--- config.mk ---
export PLATFORM = sky130hd
export DESIGN_NAME = sar_adc_conversion_control
export DESIGN_NICKNAME = d
export VERILOG_FILES = /design/src/logic/sar_adc_pkg.sv /design/src/logic/sar_adc_conversion_control.sv
export SDC_FILE = /design/constraint.sdc
export NUM_CORES = 1
export LEC_CHECK = 0
export ABC_AREA = 1
export BUFFER_PORTS_ARGS = -buffer_cell sky130_fd_sc_hd__buf_4
export CORE_MARGIN = 4
export CORE_UTILIZATION = 55
export DETAILED_ROUTE_END_ITERATION = 16
export PLACE_DENSITY = 0.83
export SLEW_MARGIN = 20
export SYNTH_ARGS = -nofsm -noshare
export SYNTH_HDL_FRONTEND = slang
export SYNTH_SLANG_ARGS = --single-unit
--- constraint.sdc ---
create_clock -name ref_clk -period 3.2 [get_ports ref_clk]
set_input_delay 0.32 -clock ref_clk [delete_from_list [all_inputs] [get_ports ref_clk]]
set_output_delay 0.32 -clock ref_clk [all_outputs]
set_load 0.02 [all_outputs]
--- src/logic/sar_adc_pkg.sv ---
// Purpose: Shared constants, field layout and state type of the converter control
// Assumes: Avalon-MM byte addresses, one 32-bit word per register, data in bits 7:0
// Notes: Trigger source 0 selects the conversion done flag (free running)
package sar_adc_pkg;

  // ----------------------------------------------------------------
  // Register map
  // ----------------------------------------------------------------
  localparam int ADDR_W = 5;
  localparam logic [ADDR_W-1:0] OFS_CTRL_A = 5'h00;
  localparam logic [ADDR_W-1:0] OFS_CTRL_B = 5'h04;
  localparam logic [ADDR_W-1:0] OFS_INSEL = 5'h08;
  localparam logic [ADDR_W-1:0] OFS_RES_LO = 5'h0C;
  localparam logic [ADDR_W-1:0] OFS_RES_HI = 5'h10;
  localparam logic [ADDR_W-1:0] OFS_POWER = 5'h14;

  // ----------------------------------------------------------------
  // Field positions
  // ----------------------------------------------------------------
  localparam int CA_ENABLE = 7;
  localparam int CA_START = 6;
  localparam int CA_AUTO = 5;
  localparam int CA_DONE = 4;
  localparam int CA_IRQEN = 3;
  localparam int IS_LEFT = 5;
  localparam int PW_GATE = 0;

  // ----------------------------------------------------------------
  // Reset values
  // ----------------------------------------------------------------
  localparam logic [2:0] RST_DIVSEL = 3'h0;
  localparam logic [2:0] RST_TRIGSEL = 3'h0;
  localparam logic RST_POWER_GATE = 1'b0;

  // ----------------------------------------------------------------
  // Trigger sources and timing counts (converter clock cycles)
  // ----------------------------------------------------------------
  localparam int TRIG_N = 8;
  localparam logic [2:0] TRIG_FREE_RUN = 3'h0;
  localparam int MIN_CPU_KHZ = 100;
  localparam logic [4:0] NORMAL_CYCLES = 5'h0D;
  localparam logic [4:0] FIRST_CYCLES = 5'h19;
  localparam logic [4:0] NORMAL_SH_CYCLE = 5'h01;
  localparam logic [4:0] FIRST_SH_CYCLE = 5'h0D;
  localparam logic [4:0] AUTO_SH_CYCLE = 5'h02;
  localparam logic [4:0] AUTO_END_CYCLE = 5'h0D;

  typedef enum logic [1:0]
  {
    CONV_IDLE = 2'b00,
    CONV_PEND = 2'b01,
    CONV_RUN = 2'b10
  } conv_state_t;

  // Values handed to the analog front end
  typedef struct packed {
    logic [1:0] reference;
    logic [3:0] channel;
  } analog_sel_t;

  typedef struct packed {
    logic waitReq;
    logic [31:0] rdata;
    logic enable;
    logic autoEn;
    logic doneFlag;
    logic irqEn;
    logic [2:0] divSel;
    logic [2:0] trigSel;
    analog_sel_t selWr;
    analog_sel_t selAct;
    logic leftAdj;
    logic powerGate;
    logic [9:0] result;
    logic resultBlocked;
    logic [6:0] presc;
    conv_state_t state;
    logic [4:0] cycCnt;
    logic firstConv;
    logic firstPend;
    logic autoConv;
    logic busy;
    logic [TRIG_N-1:0] trigS1;
    logic [TRIG_N-1:0] trigS2;
    logic [TRIG_N-1:0] trigPrev;
    logic haltPrev;
    logic sampleHold;
    logic irq;
  } state_t;

endpackage : sar_adc_pkg

--- src/logic/sar_adc_conversion_control.sv ---
// Purpose: Conversion control of a 10-bit successive approximation converter
// Assumes: ref_clk is the CPU clock; analog result valid at conversion completion
// Notes: Registers reached over Avalon-MM, one wait state on every access
//
// Summary of operation
// - Start bit write with power gate clear begins conversion, self-clears at end.
// - Channel change during conversion takes effect only after it completes.
// - Auto trigger edge on selected source resets prescaler, starts conversion.
// - Trigger still high at completion or edges during conversion start nothing.
// - Trigger flags set regardless of interrupt enables; software clears them.
// - Done flag as source restarts after every conversion; first needs software.
// - Start bit reads one while converting; writing it starts one conversion.
// - Prescaler counts while enable set and power gate clear, held in reset otherwise.
// - Prescaler divides CPU clock by ratio from divider select field.
// - Software start begins at next rising converter clock edge.
// - Normal conversion 13 cycles; first software or sleep start after enabling 25 cycles.
// - Sample-and-hold 1.5 cycles in normal, 13.5 cycles in first conversion.
// - Completion writes result, sets done flag, clears start in single mode.
// - Auto conversion samples 2 cycles after trigger, lasts 13.5 cycles.
// - Free running restarts immediately and keeps start bit high.
// - Channel and reference buffered; locked at start, track in last cycle.
// - Free running channel change shows in the second following result.
// - Halted CPU in noise-reduction or idle sleep starts a conversion.
// - Completion interrupt raised even if CPU woke earlier.
// - Other sleep modes leave the converter enabled.
// - Clearing enable during conversion terminates it.
// - Low byte read blocks result updates until high byte read.
//
// Added by the designer: the register offsets and the Avalon-MM interface to the registers.
module sar_adc_conversion_control
  import sar_adc_pkg::*;
(
  input wire logic ref_clk,                                  // CPU clock
  input wire logic rst_n,                                    // Async reset
  input wire logic [sar_adc_pkg::ADDR_W-1:0] avs_address,    // Byte address
  input wire logic avs_read,                                 // Read request
  input wire logic avs_write,                                // Write request
  input wire logic [31:0] avs_writedata,                     // Write data
  input wire logic [3:0] avs_byteenable,                     // Byte lanes
  output logic [31:0] avs_readdata,                          // Read data
  output logic avs_waitrequest,                              // Stall
  input wire logic [sar_adc_pkg::TRIG_N-1:0] trigIn,         // Trigger levels
  input wire logic cpuHalted,                                // CPU halted by sleep
  input wire logic sleepNoiseMode,                           // Idle or noise reduction
  input wire logic [9:0] resultIn,                           // Front end result
  output sar_adc_pkg::analog_sel_t analogSel,                // Buffered selection
  output logic sampleHold,                                   // Sample pulse
  output logic convBusy,                                     // Conversion running
  output logic firstConv,                                    // Long init conversion
  output logic convIrq                                       // Completion interrupt
);
  import sar_adc_pkg::*;

  // ----------------------------------------------------------------
  // Helpers
  // ----------------------------------------------------------------
  function automatic logic regHit(input logic [ADDR_W-1:0] addr, input logic [ADDR_W-1:0] ofs);
    regHit = (addr == ofs);
  endfunction : regHit

  function automatic logic [7:0] divRatio(input logic [2:0] sel);
    logic [7:0] r;
    r = 8'h01 << sel;
    if (sel == 3'h0)
    begin
      r = 8'h02;
    end
    divRatio = r;
  endfunction : divRatio

  function automatic logic [4:0] lockEnd(input logic autoC, input logic first);
    logic [4:0] e;
    e = NORMAL_CYCLES - 5'h01;
    if (autoC)
    begin
      e = AUTO_END_CYCLE - 5'h01;
    end
    else if (first)
    begin
      e = FIRST_CYCLES - 5'h01;
    end
    lockEnd = e;
  endfunction : lockEnd

  state_t s;
  state_t n;

  logic [7:0] ratio;
  logic riseTick;
  logic halfTick;
  logic req;
  logic commitWr;
  logic commitRd;
  logic [7:0] wd;
  logic trigEdge;
  logic sleepStart;
  logic swStart;
  logic canRun;
  logic complete;
  logic freeRun;
  logic [4:0] total;
  logic [4:0] shAt;
  logic [4:0] cycNext;
  logic [7:0] resLo;
  logic [7:0] resHi;

  // ----------------------------------------------------------------
  // Next state
  // ----------------------------------------------------------------
  always_comb
  begin
    n = s;
    ratio = divRatio(s.divSel);
    riseTick = ({1'b0, s.presc} == (ratio - 8'h01));
    halfTick = ({1'b0, s.presc} == ((ratio >> 1) - 8'h01));
    req = avs_read || avs_write;
    commitWr = avs_write && !s.waitReq && avs_byteenable[0];
    commitRd = avs_read && !s.waitReq;
    wd = avs_writedata[7:0];
    swStart = 1'b0;
    complete = 1'b0;
    n.sampleHold = 1'b0;
    freeRun = s.autoEn && (s.trigSel == TRIG_FREE_RUN);
    total = s.firstConv ? FIRST_CYCLES : NORMAL_CYCLES;
    shAt = s.firstConv ? FIRST_SH_CYCLE : NORMAL_SH_CYCLE;
    cycNext = s.cycCnt + 5'h01;
    resLo = s.leftAdj ? {s.result[1:0], 6'h00} : s.result[7:0];
    resHi = s.leftAdj ? s.result[9:2] : {6'h00, s.result[9:8]};

    // ----------------------------------------------------------------
    // Bus slave: one wait state, write and read side effects at accept
    // ----------------------------------------------------------------
    n.waitReq = !(req && s.waitReq);
    if (avs_read && s.waitReq)
    begin
      n.rdata = 32'h0000_0000;
      if (regHit(avs_address, OFS_CTRL_A))
      begin
        n.rdata[7:0] = {s.enable, (s.state != CONV_IDLE), s.autoEn, s.doneFlag, s.irqEn, s.divSel};
      end
      else if (regHit(avs_address, OFS_CTRL_B))
      begin
        n.rdata[7:0] = {5'h00, s.trigSel};
      end
      else if (regHit(avs_address, OFS_INSEL))
      begin
        n.rdata[7:0] = {s.selWr.reference, s.leftAdj, 1'b0, s.selWr.channel};
      end
      else if (regHit(avs_address, OFS_RES_LO))
      begin
        n.rdata[7:0] = resLo;
      end
      else if (regHit(avs_address, OFS_RES_HI))
      begin
        n.rdata[7:0] = resHi;
      end
      else if (regHit(avs_address, OFS_POWER))
      begin
        n.rdata[7:0] = {7'h00, s.powerGate};
      end
    end

    // low byte read locks the pair
    if (commitRd && regHit(avs_address, OFS_RES_LO))
    begin
      n.resultBlocked = 1'b1;
    end
    if (commitRd && regHit(avs_address, OFS_RES_HI))
    begin
      n.resultBlocked = 1'b0;
    end

    if (commitWr && regHit(avs_address, OFS_CTRL_A))
    begin
      n.enable = wd[CA_ENABLE];
      n.autoEn = wd[CA_AUTO];
      n.irqEn = wd[CA_IRQEN];
      n.divSel = wd[2:0];
      swStart = wd[CA_START];
      // Writing one clears the done flag
      if (wd[CA_DONE])
      begin
        n.doneFlag = 1'b0;
      end
    end
    if (commitWr && regHit(avs_address, OFS_CTRL_B))
    begin
      n.trigSel = wd[2:0];
    end
    if (commitWr && regHit(avs_address, OFS_INSEL))
    begin
      n.selWr.reference = wd[7:6];
      n.leftAdj = wd[IS_LEFT];
      n.selWr.channel = wd[3:0];
    end
    if (commitWr && regHit(avs_address, OFS_POWER))
    begin
      n.powerGate = wd[PW_GATE];
    end

    // enabling arms the long first conversion
    if (!s.enable && n.enable)
    begin
      n.firstPend = 1'b1;
    end

    // ----------------------------------------------------------------
    // Trigger synchronisers and edge detection
    // ----------------------------------------------------------------
    n.trigS1 = trigIn;
    n.trigS2 = s.trigS1;
    n.trigPrev = s.trigS2;
    // rising edge of the selected level
    trigEdge = s.trigS2[s.trigSel] && !s.trigPrev[s.trigSel];
    n.haltPrev = cpuHalted;
    // halt in a quiet sleep mode starts a conversion
    // other sleep modes neither start nor disable
    sleepStart = cpuHalted && !s.haltPrev && sleepNoiseMode;

    // ----------------------------------------------------------------
    // Prescaler
    // ----------------------------------------------------------------
    // held at zero while disabled
    if (!s.enable || s.powerGate || riseTick)
    begin
      n.presc = 7'h00;
    end
    else
    begin
      n.presc = s.presc + 7'h01;
    end

    // ----------------------------------------------------------------
    // Conversion sequencer
    // ----------------------------------------------------------------
    // power gate blocks every start
    canRun = n.enable && !n.powerGate;
    case (s.state)
      CONV_IDLE:
      begin
        // software start works even in auto mode
        if (canRun && (swStart || sleepStart))
        begin
          n.state = CONV_PEND;
        end
        // trigger edge resets prescaler and starts
        else if (canRun && s.autoEn && (s.trigSel != TRIG_FREE_RUN) && trigEdge)
        begin
          n.presc = 7'h00;
          n.state = CONV_RUN;
          n.cycCnt = 5'h00;
          n.autoConv = 1'b1;
          n.firstConv = 1'b0;
        end
      end
      CONV_PEND:
      begin
        // begins on the next converter clock rise
        if (riseTick)
        begin
          n.state = CONV_RUN;
          n.cycCnt = 5'h00;
          n.autoConv = 1'b0;
          n.firstConv = s.firstPend;
          n.firstPend = 1'b0;
        end
      end
      CONV_RUN:
      begin
        if (s.autoConv)
        begin
          if (riseTick)
          begin
            n.cycCnt = cycNext;
          end
          if (riseTick && (cycNext == AUTO_SH_CYCLE))
          begin
            n.sampleHold = 1'b1;
          end
          if (halfTick && (s.cycCnt == AUTO_END_CYCLE))
          begin
            complete = 1'b1;
          end
        end
        else
        begin
          if (halfTick && (s.cycCnt == shAt))
          begin
            n.sampleHold = 1'b1;
          end
          if (riseTick)
          begin
            n.cycCnt = cycNext;
          end
          if (riseTick && (cycNext == total))
          begin
            complete = 1'b1;
          end
        end
        if (complete)
        begin
          if (!s.resultBlocked)
          begin
            n.result = resultIn;
          end
          // flag set whatever the interrupt enables
          n.doneFlag = 1'b1;
          n.firstConv = 1'b0;
          // done flag source restarts at once
          if (freeRun)
          begin
            n.state = riseTick ? CONV_RUN : CONV_PEND;
            n.cycCnt = 5'h00;
            n.autoConv = 1'b0;
            n.firstConv = 1'b0;
          end
          else
          begin
            n.state = CONV_IDLE;
          end
        end
      end
      default:
      begin
        n.state = CONV_IDLE;
      end
    endcase

    if (!n.enable || n.powerGate)
    begin
      n.state = CONV_IDLE;
      n.firstConv = 1'b0;
      n.sampleHold = 1'b0;
    end

    // ----------------------------------------------------------------
    // Selection buffer and outputs
    // ----------------------------------------------------------------
    // track unless locked by a running conversion
    // locked selection keeps the old channel
    if (!((n.state == CONV_RUN) && (n.cycCnt < lockEnd(n.autoConv, n.firstConv))))
    begin
      // restart locks the selection held at completion
      n.selAct = n.selWr;
    end
    n.busy = (n.state == CONV_RUN);
    // request follows the flag, not the CPU state
    n.irq = n.doneFlag && n.irqEn;
  end

  // ----------------------------------------------------------------
  // State register
  // ----------------------------------------------------------------
  always_ff @(posedge ref_clk or negedge rst_n)
  begin
    if (!rst_n)
    begin
      // Every field not named below resets to zero
      s <= '0;
      s.waitReq <= 1'b1;
      s.divSel <= RST_DIVSEL;
      s.trigSel <= RST_TRIGSEL;
      s.powerGate <= RST_POWER_GATE;
      s.state <= CONV_IDLE;
    end
    else
    begin
      s <= n;
    end
  end

  assign avs_readdata = s.rdata;
  assign avs_waitrequest = s.waitReq;
  assign analogSel = s.selAct;
  assign sampleHold = s.sampleHold;
  assign convBusy = s.busy;
  assign firstConv = s.firstConv;
  assign convIrq = s.irq;

endmodule : sar_adc_conversion_control

### Word-level counts from Yosys, hierarchy flattened

Index checks and enable logic that the tools add are counted.

* multiply operators: 0
* equal/unequal tests: 14
* reductions and logical operators: 47
* add/sub/neg operators: 4
* bitwise logic cells: 1
* shifts and indexed selects: 1
* multiplexer cells: 58
* divide/modulo/power cells: 0
* $lt $le $gt $ge: 2

Operators by type and width (number)
* $mux W8: 9
* $mux W7: 4
* $logic_and A1 B1 Y1: 27
* $mux W1: 26
* $mux W5: 4
* $mux W6: 3
* $pmux W6 S3: 1
* $eq A7 B8 Y1: 2
* $eq A5 B4 Y1 const B: 3
* $mux W15: 1
* $eq A5 B5 Y1 const B: 2
* $mux W10: 1
* $mux W2: 4
* $shl A1 B3 Y8 const A: 1
* $sub A7 B1 Y8 const B: 1
* $sub A8 B1 Y8 const B: 1
* $add A7 B1 Y7 const B: 1
* $logic_not A1 Y1: 7
* $bmux W1 S3: 2
* $logic_not A3 Y1: 2
* $pmux W2 S3: 1
* $add A5 B1 Y5 const B: 1
* $eq A5 B2 Y1 const B: 1
* $eq A5 B3 Y1 const B: 1
* 15 further kinds: 21

* bits in latches: 0
* memories kept: 0
* flip-flop bits (word level): 89
* word-level logic and storage cells: 156
* bits in read-only memories: 0
* bits in writable memories: 0
* bits of input ports: 65

### Logic depth before layout (Yosys ltp)

Gate-level depths: netlist of the first run.

* depth after elaboration: 18
* gate-level depth with buffers: 23

### Worst setup path before layout of the first run

OpenSTA, ideal clock, no wires.

* path kind: reg-to-reg
* start: reg s[75] (netlist name)
* end: reg s, in the netlist analogSel[0]
* data required time: 3.083 ns
* arrival: 2.627 ns
* cell stages (with the launch flop): 21
* buffers on the path: 0
* path slack: 0.456 ns
* clock period less this slack: 2.744 ns
* cell sequence: dfrtp_1 -> inv_2 -> nand2_2 -> ha_1 -> inv_1 -> a21oi_1 -> nand3_1 -> nor2_2 -> nand3_4 -> nand2_4 -> nand3_2 -> nand2_1 -> nand2_1 -> a21oi_1 -> nand3_2 -> ha_1 -> a21boi_4 -> nand2_4 -> nand2_4 -> nand2_1 -> nand2_1

* word-level cells in the longest chain between the ends: 15

RTL lines
* from (decl): line sar_adc_conversion_control.sv:85 `state_t s;`
* from (signal assigned): line sar_adc_conversion_control.sv:368 `s <= n;`
* $logic_not A3 Y1 or $shl A1 B3 Y8 (tied branches): line sar_adc_conversion_control.sv:64, sar_adc_conversion_control.sv:63
* $mux W8 *: line sar_adc_conversion_control.sv:64 `if (sel == 3'h0)`
* $sub A8 B1 Y8 or $sub A7 B1 Y8 (tied branches): line sar_adc_conversion_control.sv:114, sar_adc_conversion_control.sv:115
* $eq A7 B8 Y1 (on tied branches): line sar_adc_conversion_control.sv:114, sar_adc_conversion_control.sv:115
* $logic_and A1 B1 Y1 (on tied branches): line sar_adc_conversion_control.sv:295, sar_adc_conversion_control.sv:280
* $mux W1 (on tied branches): line sar_adc_conversion_control.sv:295, sar_adc_conversion_control.sv:280
* $mux W1: line sar_adc_conversion_control.sv:270 `if (s.autoConv)`
* $mux W1: line sar_adc_conversion_control.sv:238 `case (s.state)`
* $mux W8: line sar_adc_conversion_control.sv:300 `if (complete)`
* $pmux W6 S3: line sar_adc_conversion_control.sv:238
* $mux W1: line sar_adc_conversion_control.sv:329 `if (!n.enable || n.powerGate)`
* $mux W5: line sar_adc_conversion_control.sv:78 `else if (first)`
* $mux W5: line sar_adc_conversion_control.sv:74 `if (autoC)`
* $lt A5 B5 Y1: line sar_adc_conversion_control.sv:341 `if (!((n.state == CONV_RUN) && (n.cycCnt < lockEnd(n.autoConv, n.firstConv))))`
* $logic_and A1 B1 Y1 *: line sar_adc_conversion_control.sv:341

Every way passes the cells marked *; elsewhere a longest branch is shown, timed or not. The select of a mux whose other input is x is not followed.
A chain may end at the register's enable or synchronous reset.

==> metrics.txt, run 1 <==
pwr/cell area=587 nW/um^2; final core area utilization=~64%; Worst Path Required=3460 ps; Die Wd=about 100 um; Hold WS=approximately 21 ps; CTS buffer count=9; routed via count=4014; share of cells above drive strength 1=approximately 20%; yosys warns=0; root buffer cell=clkbuf_8; WS Path Type=reg2reg; Worst Tran Pin Value=774 ps; DRC viols=0; max frequency=0.338 GHz; Site Rows=34; Critical Path End Type=flop; cell area after synthesis=around 4900 sq um; Final GP Congestion=around 0.89; Synth top cells by count=nand2_1 (132), dfrtp_1 (88), inv_1 (67); Layout Nets=710; fin cells=748; Final setup viols=0; worst skew pair latency=approximately 360 ps; initial antenna violation count=0; Worst setup SP type=flop; number of placed instances with taps included=729; Sum Neg Setup Slack=0 ps; post-synth cell types=49; Post-synth EDFFs=0; #FFs+latches synth=89; Peak supply drop=~370 uV; top-count cell post-synth=nand2_1; Internal=about 2.1 mW; Comb power frac=29.8%; GRT Util Overall=about 22%; largest cells by area after synthesis=dfrtp_1 (44%), nand2_1 (10%), buf_4 (5.9%), inv_1 (5.1%), nand3_1 (4.4%); clock skew=approximately 9.5 ps; H-tree Lvls=3; DRT antenna net count=0; total wire length=10.8 mm; Pwr Total=3.25 mW; Initial Util=between 50% and 60%; Hold Crit Class=in2async; period utilization=92.6%; Post-Syn Instances=586; TritonCTS clock tree=yes; diode count=0; Seq pwr share=between 40% and 50%; share of the synthesized area in the top cell type=between 40% and 50%; async set-reset flop share out of synthesis=100%; grt total ovfl=0; placed inst area=5270 sq um; sequential fraction of the synthesis area=a little under half; Switching Share=36.0%; Syn Area/Cell=8.45 sq um; die area=approximately 11000 sq um; Final Hold Vio Count=0; clock share of power=between 20% and 30%; vias in the first global route=3907; DRC marker count from the first detailed-route iteration=~380; Finished Cell Area=about 5500 sq um; Synth area leader=dfrtp_1; leading register cell type out of synthesis=dfrtp_1; max-slew violations=0; CORE AREA=between 8000 and 9000 sq um; clk buf depth=2; Area growth syn-to-layout=12.1%; routed vias/inst=around 5.4; switching power=roughly 1.2 mW; Lkg Pwr=~2.9 nW; CP Max Fanout=7; slew margin rel.=approximately half; worst setup margin=approximately 240 ps; worst path arrival time=between 3000 and 4000 ps; WL per Instance=~14 um; unrepaired setup endpoints after global routing=no; total of max-cap violations=0; dpl ws=approximately 140 ps; drt first pass iters=5; Worst R2R Setup Slack=between 200 and 250 ps; outcome=completed; Die Height=between 100 and 150 um; first-pass GRT wire length=about 18 mm; I/O pins=roughly 110; CTS Sinks=slightly below 90; largest net degree at the start of global routing=90; IO Port Bufs=56; DP HPWL=a little over 8 mm; Tmin final=just under 3000 ps; CTS clock-pin slew for the worst setup and hold paths=90 ps
## cell type report
| class | count | area (sq um) |
|---|---|---|
| clock buffers | 10 | 138 |
| clock inverters | 6 | 97.6 |
| fillers | 697 | 3170 |
| inverters | 74 | 284 |
| multi-input cells | 399 | 2190 |
| flip-flops and latches | 89 | 2230 |
| well taps | 108 | 135 |
| repair buffers | 62 | 469 |
## cell usage in the layout (no fill, tap or decap), types with 5 or more instances in the layout
| master | Yosys | layout |
|---|---|---|
| a21oi_1 | 22 | 21 |
| a31oi_1 | 5 | 5 |
| buf_4 | 39 | 61 |
| clkbuf_8 | 0 | 10 |
| conb_1 | 1 | 24 |
| dfrtp_1 | 88 | 88 |
| ha_1 | 10 | 9 |
| inv_1 | 67 | 67 |
| mux2_4 | 10 | 10 |
| nand2_1 | 132 | 132 |
| nand2_2 | 10 | 10 |
| nand3_1 | 44 | 44 |
| nand3_2 | 5 | 5 |
| nand3b_1 | 10 | 10 |
| nand4_1 | 14 | 14 |
| nor2_1 | 38 | 38 |
| nor2_2 | 6 | 6 |
| o21ai_0 | 29 | 29 |
## cell families after synthesis
group / synth area share, %
compound gates: 8.85
xor+xnor: 1.24
fa+ha+maj: 2.53
buf+inv: 12.7
flops: 45.0
mux: 3.26
other cells: 0.0758
simple gates: 26.3
## per-layer routing
layer	track usage [%]	vias to the layer above	routed length [um]	part of all wire [%]
met5	0	-	0	0
met3	4.53	25	760	7.0
met2	35.5	178	5280	49
met1	29.0	1872	4520	42
li1	-	1939	-	-
met4	7.47	0	273	2.5
## worst paths after layout
| check | cells after the start | to | from |
|---|---|---|---|
| min reg2reg | 0 | n[8] | n[16] |
| max | 19 | analogSel[0] | s[75] |
| min in group ref_clk | 1 | n[14] | trigIn[3] |
| max in group asynchronous | 1 | s[33] | rst_n |
| max reg2reg | 19 | analogSel[0] | s[75] |
| min | 1 | s[5] | rst_n |
## sequential cells by signal (all words and copies together), names as in the netlist
signal and count:
s 54, n 16, avs_readdata 8, analogSel 6, avs_waitrequest 1, convBusy 1, convIrq 1, firstConv 1
sampleHold 1
## critical path: stages (launching register included)
cell and delay (ps):
dfrtp_1 400, inv_2 100, nand3_1 120, ha_4 310
inv_1 50, a21oi_1 150, nand3_1 100, nor2_2 130
nand3_4 160, nand2_4 110, nand2_1 70, clkinv_1 70
nand2_1 70, a32o_1 240, ha_1 310, a21boi_4 150
nand2_4 120, nand2_4 80, nand2_1 60, nand2_1 60
## what timing repair did
action / CTS / global route
setup buffers: 0 / 3
hold buffers: 0 / 0
resized for setup: 0 / 3
setup endpoints to repair: 0 / 6
## power by group through the flow
stage | registers (mW) | logic (mW) | clock network, mW
floorplan | 1.37 | 0.759 | 0
global placement | 1.40 | 0.926 | 0
detailed placement | 1.40 | 0.952 | 0
CTS | 1.38 | 0.958 | 0.907
global route | 1.40 | 1.10 | 0.970
finish | 1.39 | 0.971 | 0.896
Power figures use the tool's default switching activity.
==> run 2, diff against run 1 <==
--- a/config.mk
+++ b/config.mk
@@ -6,7 +6,7 @@
 export NUM_CORES = 1
 export LEC_CHECK = 0
 export ABC_AREA = 1
-export BUFFER_PORTS_ARGS = -buffer_cell sky130_fd_sc_hd__buf_4
+export BUFFER_PORTS_ARGS = -buffer_cell sky130_fd_sc_hd__buf_2
 export CORE_MARGIN = 4
 export CORE_UTILIZATION = 55
 export DETAILED_ROUTE_END_ITERATION = 16
==> run 2 against run 1 <==
Net effect:
- sequential share of layout area up 0.96 points
- cell count grew 0.27%
- critical path type unchanged
- design area fell by 2.3%
- global-route usage is 0.051 points higher
- sequential power barely moved
- worst hold slack worse by 18 ps
- clock skew up 4.4 ps
- sequential cell count unchanged
==> metrics.txt, run 2 (synthesis gave the netlist of run 1 again) <==
H-tree Lvls=3 (unchanged); met1 GRT Util=27.1% (-1.8 points); largest net degree at the start of global routing=90 (unchanged); max-slew violations=0 (unchanged); routed via count=4007 (-0.17%); clock skew=13.9 ps (+4.38 ps); Worst setup SP type=flop; CTS clock-pin slew for the worst setup and hold paths=90 ps (about the same); max frequency=0.342 GHz (+1.3%); worst skew pair latency=360 ps (about the same); Filler cells=688 (-1.3%); Hold WS=2.69 ps (-17.9 ps); die area=10600 sq um (unchanged); IO Port Bufs=56 (unchanged); Die Height=103 um (unchanged); Lkg Pwr=2.81 nW (-1.3%); Site Rows=34 (unchanged); Largest Register=s; Die Wd=103 um (unchanged); Finished Cell Area=5420 sq um (-2.3%); CP Max Fanout=7 (unchanged); WS Path Type=reg2reg; TritonCTS clock tree=yes; grt total ovfl=0 (unchanged); Worst Path Required=3450 ps (about the same); worst path arrival time=3180 ps (-40 ps); DRC viols=0 (unchanged); pwr/cell area=583 nW/um^2 (-0.68%); slew margin rel.=48.2% (-0.23 points); placed inst area=5130 sq um (-2.6%); DP HPWL=8.23 mm (+0.80%); WL per Instance=14.6 um (+1.0%); routed vias/inst=5.34 (-0.44%); CTS Sinks=89 (unchanged); commonest cells after routing, fill and taps aside=nand2_1 (132), dfrtp_1 (88), inv_1 (67), buf_2 (55), nand3_1 (42); vias in the first global route=4025 (+3.0%); CTS buffer count=9 (unchanged); CORE AREA=8720 sq um (unchanged); met2 usage=37.4% (+1.9 points); hold-fix buffers at CTS=0 (unchanged); period utilization=91.4% (-1.2 points); fin cells=750 (+0.27%); Area growth syn-to-layout=9.45%; Hold Crit Class=in2async; total wire length=11.0 mm (+1.3%); drt first pass iters=7 (+2); Worst Tran Pin Value=777 ps (+3.41 ps); Initial Util=56.8% (unchanged); Tmin final=2920 ps (-37.5 ps); outcome=completed; grt peak-use layer=met2; Layout Nets=712 (+0.28%); Critical Path End Type=flop; root buffer cell=clkbuf_8; max FFs per register=54 (unchanged); GR Util met3=4.26% (-0.27 points); DRT antenna net count=0 (unchanged); Final Hold Vio Count=0 (unchanged); Peak supply drop=310 uV (-17%); first-pass GRT wire length=18.2 mm (+1.2%); commonest non-fill, non-tap cell in the layout=nand2_1; DRC marker count from the first detailed-route iteration=298 (-22%); GRT Util Overall=21.8% (+0.051 points); clk buf depth=2 (unchanged); I/O pins=108 (unchanged); diode count=0 (unchanged); initial antenna violation count=0 (unchanged); total of max-cap violations=0 (unchanged); Final GP Congestion=0.922 (+3.3%); number of placed instances with taps included=729 (unchanged); share of cells above drive strength 1=20.9% (+0.56 points); Final setup viols=0 (unchanged)
[run 2: changes by cell type in the layout (fill, tap and decap cells not counted), sizes merged]
| cell | delta |
|---|---|
| clkinv | +2 |
| bufinv | -1 |
| buf | +2 |
| clkbuf | -1 |
[run 2: area by class of cell]
type	instances	area [sq um]	share of cell area [%]
Inverter	74	284	5.24
Sequential cell	89	2230	41.1
Timing Repair Buffer	64	347	6.40
Multi-Input combinational cell	399	2200	40.7
Tap cell	108	135	2.49
Clock buffer	9	124	2.29
Clock inverter	7	95.1	1.76
[run 2: through the flow]
stage               TNS [ps]  worst slack, ps  power (mW)  util, %
floorplan                  0              456        2.13        -
global placement           0              239        2.28     58.8
detailed placement         0              183        2.32     58.8
CTS                        0              133        3.14     61.3
global route           -88.3            -27.1        3.36     62.1
finish                     0              275        3.16     62.1
[run 2: what timing repair did]
item | in CTS | in global routing
endpoints found under the setup margin | 0 | 6
buffers inserted | 0 | 5
resized for setup | 0 | 5
[run 2: layer usage]
layer  part of all wire (%)  up-vias  wire, um
met5                      0        -         0
met4                    2.1        0       235
met3                    6.5       20       716
met2                     50      175      5480
met1                     41     1863      4540
li1                       -     1949         -
[run 2: where the power goes]
part,switching (mW),total [mW],internal (mW)
registers,0.129,1.38,1.25
clock network,0.444,0.828,0.384
logic,0.623,0.945,0.322
total,1.20,3.16,1.96
[run 2: worst paths after layout]
path / slack, ps / cells past startpoint / start / endpoint
setup reg to reg: 280 / 19 / s[75] / analogSel[3]
min in group ref_clk: 50 / 1 / trigIn[7] / n[18]
hold reg to reg: 350 / 0 / n[17] / n[9]
max in group asynchronous: 2660 / 1 / rst_n / sampleHold
hold / removal: 3 / 1 / rst_n / n[12]
setup / recovery: 280 / 19 / s[75] / analogSel[3]
[run 2: worst max-delay path, cell delays in order, from the launching register on]
cell and delay [ps]:
dfrtp_1 410, inv_2 110, nand3_1 120, ha_4 310
inv_1 50, a21oi_1 140, nand3_1 100, nor2_2 130
nand3_4 150, nand2_4 110, nand2_1 70, clkinv_1 70
nand2_1 70, a32o_1 230, ha_1 300, a21boi_4 150
nand2_4 110, nand2_4 70, nand2_1 60, nand2_1 50
==> run 3, diff against run 2 <==
--- a/config.mk
+++ b/config.mk
@@ -7,7 +7,8 @@
 export LEC_CHECK = 0
 export ABC_AREA = 1
 export BUFFER_PORTS_ARGS = -buffer_cell sky130_fd_sc_hd__buf_2
-export CORE_MARGIN = 4
+export CORE_ASPECT_RATIO = 0.6
+export CORE_MARGIN = 3
 export CORE_UTILIZATION = 55
 export DETAILED_ROUTE_END_ITERATION = 16
 export PLACE_DENSITY = 0.83
==> run 3 against run 2 <==
Net effect:
- non-clock buffer count up 5
- wire length up 7.0%
- highest routed layer unchanged
- core utilization up 2.5 points
- power up 10%
- design area up 2.8%
- register-to-register slack worse by 30 ps
- sequential share of layout area down 1.1 points
- combinational power up 4.6%
- clock-buffer cell count unchanged
- fmax down 1.0%
- worst hold slack better by 76 ps
==> metrics.txt, run 3 (synthesis gave the netlist of run 1 again) <==
outcome=completed; max FFs per register=54 (unchanged); diode count=0 (unchanged); commonest non-fill, non-tap cell in the layout=nand2_1; hold-fix buffers at CTS=0 (unchanged); slew margin rel.=39.9% (-8.3 points); clk buf depth=2 (unchanged); crit path from=s[74]; Hold WS=79.1 ps (+76.4 ps); Final setup viols=0 (unchanged); clock skew=9.96 ps (-3.91 ps); vias in the first global route=3826 (-4.9%); R2R Path Start=s[74]; Final GP Congestion=0.983 (+6.7%); Worst R2R Setup Slack=250 ps (-30 ps); I/O pins=108 (unchanged); multi-input logic area=2220 sq um (+0.57%); Hold Crit Class=in2reg; pwr/cell area=626 nW/um^2 (+7.4%); r2r worst-path depth=20 (+1); IO Port Bufs=56 (unchanged); WL per Instance=15.5 um (+5.7%); CORE AREA=8620 sq um (-1.1%); H-tree Lvls=3 (unchanged); die area=10200 sq um (-3.5%); register area=2230 sq um (unchanged); worst setup path endpoint=analogSel[1]; Filler cells=695 (+1.0%); DRC viols=0 (unchanged); initial antenna violation count=0 (unchanged); max frequency=0.338 GHz (-1.0%); hold path depth=1; CTS clock-pin slew for the worst setup and hold paths=70 ps (-20 ps); Layout Nets=717 (+0.70%); worst r2r dst=analogSel[1]; share of cells above drive strength 1=21.8% (+0.92 points); root buffer cell=clkbuf_16; drt first pass iters=8 (+1); Area growth syn-to-layout=12.5%; Worst Path Required=3490 ps (+40 ps); routed via count=4134 (+3.2%); GRT Util Overall=24.4% (+2.7 points); Worst setup SP type=flop; worst path arrival time=3240 ps (+60 ps); max-slew violations=0 (unchanged); CP Max Fanout=7 (unchanged); WS Path Type=reg2reg; first-pass GRT wire length=19.5 mm (+7.0%); CTS buffer count=9 (unchanged); DP HPWL=8.85 mm (+7.5%); Tmin final=2950 ps (+30.2 ps); Site Rows=26 (-24%); routed vias/inst=5.45 (+1.9%); DRT antenna net count=0 (unchanged); Die Height=79.5 um (-23%); Initial Util=57.4% (+0.66 points); largest net degree at the start of global routing=75 (-17%); CTS Sinks=89 (unchanged); total wire length=11.7 mm (+7.0%); Peak supply drop=404 uV (+30%); Worst Tran Pin Value=902 ps (+125 ps); Die Wd=128 um (+25%); final core area utilization=64.6% (+2.5 points); total of max-cap violations=0 (unchanged); Critical Path End Type=flop; worst skew pair latency=350 ps (about the same); DRC marker count from the first detailed-route iteration=502 (+68%); period utilization=92.3% (+0.94 points); Lkg Pwr=2.89 nW (+2.6%); grt total ovfl=0 (unchanged); Final Hold Vio Count=0 (unchanged); Largest Register=s; commonest cells after routing, fill and taps aside=nand2_1 (132), dfrtp_1 (88), inv_1 (67), buf_2 (55), nand3_1 (43); TritonCTS clock tree=yes
run 3: changes by cell type in the layout (fill, tap and decap cells not counted), sizes merged:
cell,delta
clkinv,-2
clkinvlp,+1
buf,+5
inv,+1
run 3: what timing repair did:
item                       CTS  global route
setup endpoints to repair    0             6
resized for setup            0             7
setup buffers                0             8
run 3: area by class of cell:
class                   instances  share of cell area, %
repair buffers                 69                   6.83
inverters                      74                   5.10
well taps                     112                   2.52
multi-input cells             399                   39.8
flip-flops and latches         89                   40.0
clock inverters                 7                   1.69
clock buffers                   9                   4.04
run 3: critical path, cell delays in order, from the launching register on:
cell,delay [ps]
dfrtp_1,430
inv_2,90
nand2_2,100
ha_4,300
inv_1,60
a21oi_2,140
nand3_1,100
nor2_2,150
nand3_4,150
nand2_4,120
nand3_2,60
nand2_1,60
nand2_1,60
a21oi_2,140
nand3_2,140
ha_4,290
a21boi_4,180
nand2_4,100
nand2_4,90
nand2_1,70
nand2_1,80
run 3: how the worst min path moves through the flow:
stage | start | end | slack [ps]
final | trigIn[6] | n[17] | 80
after global placement | n[18] | n[10] | 330
after CTS | trigIn[6] | n[17] | 70
after global routing | trigIn[6] | n[17] | 60
after floorplan | rst_n | analogSel[0] | 20
after detailed placement | n[12] | n[4] | 340
run 3: power by group:
| group | leakage, nW | switching [mW] | total, mW | internal (mW) |
|---|---|---|---|---|
| Sequential | 1.09 | 0.137 | 1.39 | 1.26 |
| Combinational | 1.64 | 0.651 | 0.988 | 0.336 |
| Clock | 0.153 | 0.477 | 1.11 | 0.628 |
run 3: layer usage:
layer  GRT usage (%)  wire length, um  up-vias
met1            37.2             5620     1941
li1                -                -     1952
met3            6.48             1160       21
met2            34.6             4830      220
met4            5.30              136        0
met5               0                0        -
run 3: per-stage QoR:
| step | area, sq um | setup TNS (ps) | setup WS, ps | std cells | power [mW] |
|---|---|---|---|---|---|
| 2_1_floorplan | 5040 | 0 | 456 | 609 | 2.13 |
| 3_3_place_gp | 5150 | 0 | 232 | 735 | 2.31 |
| 3_5_place_dp | 5150 | 0 | 160 | 735 | 2.34 |
| 4_1_cts | 5470 | 0 | 140 | 751 | 3.45 |
| 5_1_grt | 5570 | -39.3 | -27.6 | 759 | 3.69 |
| 6_report | 5570 | 0 | 245 | 759 | 3.49 |
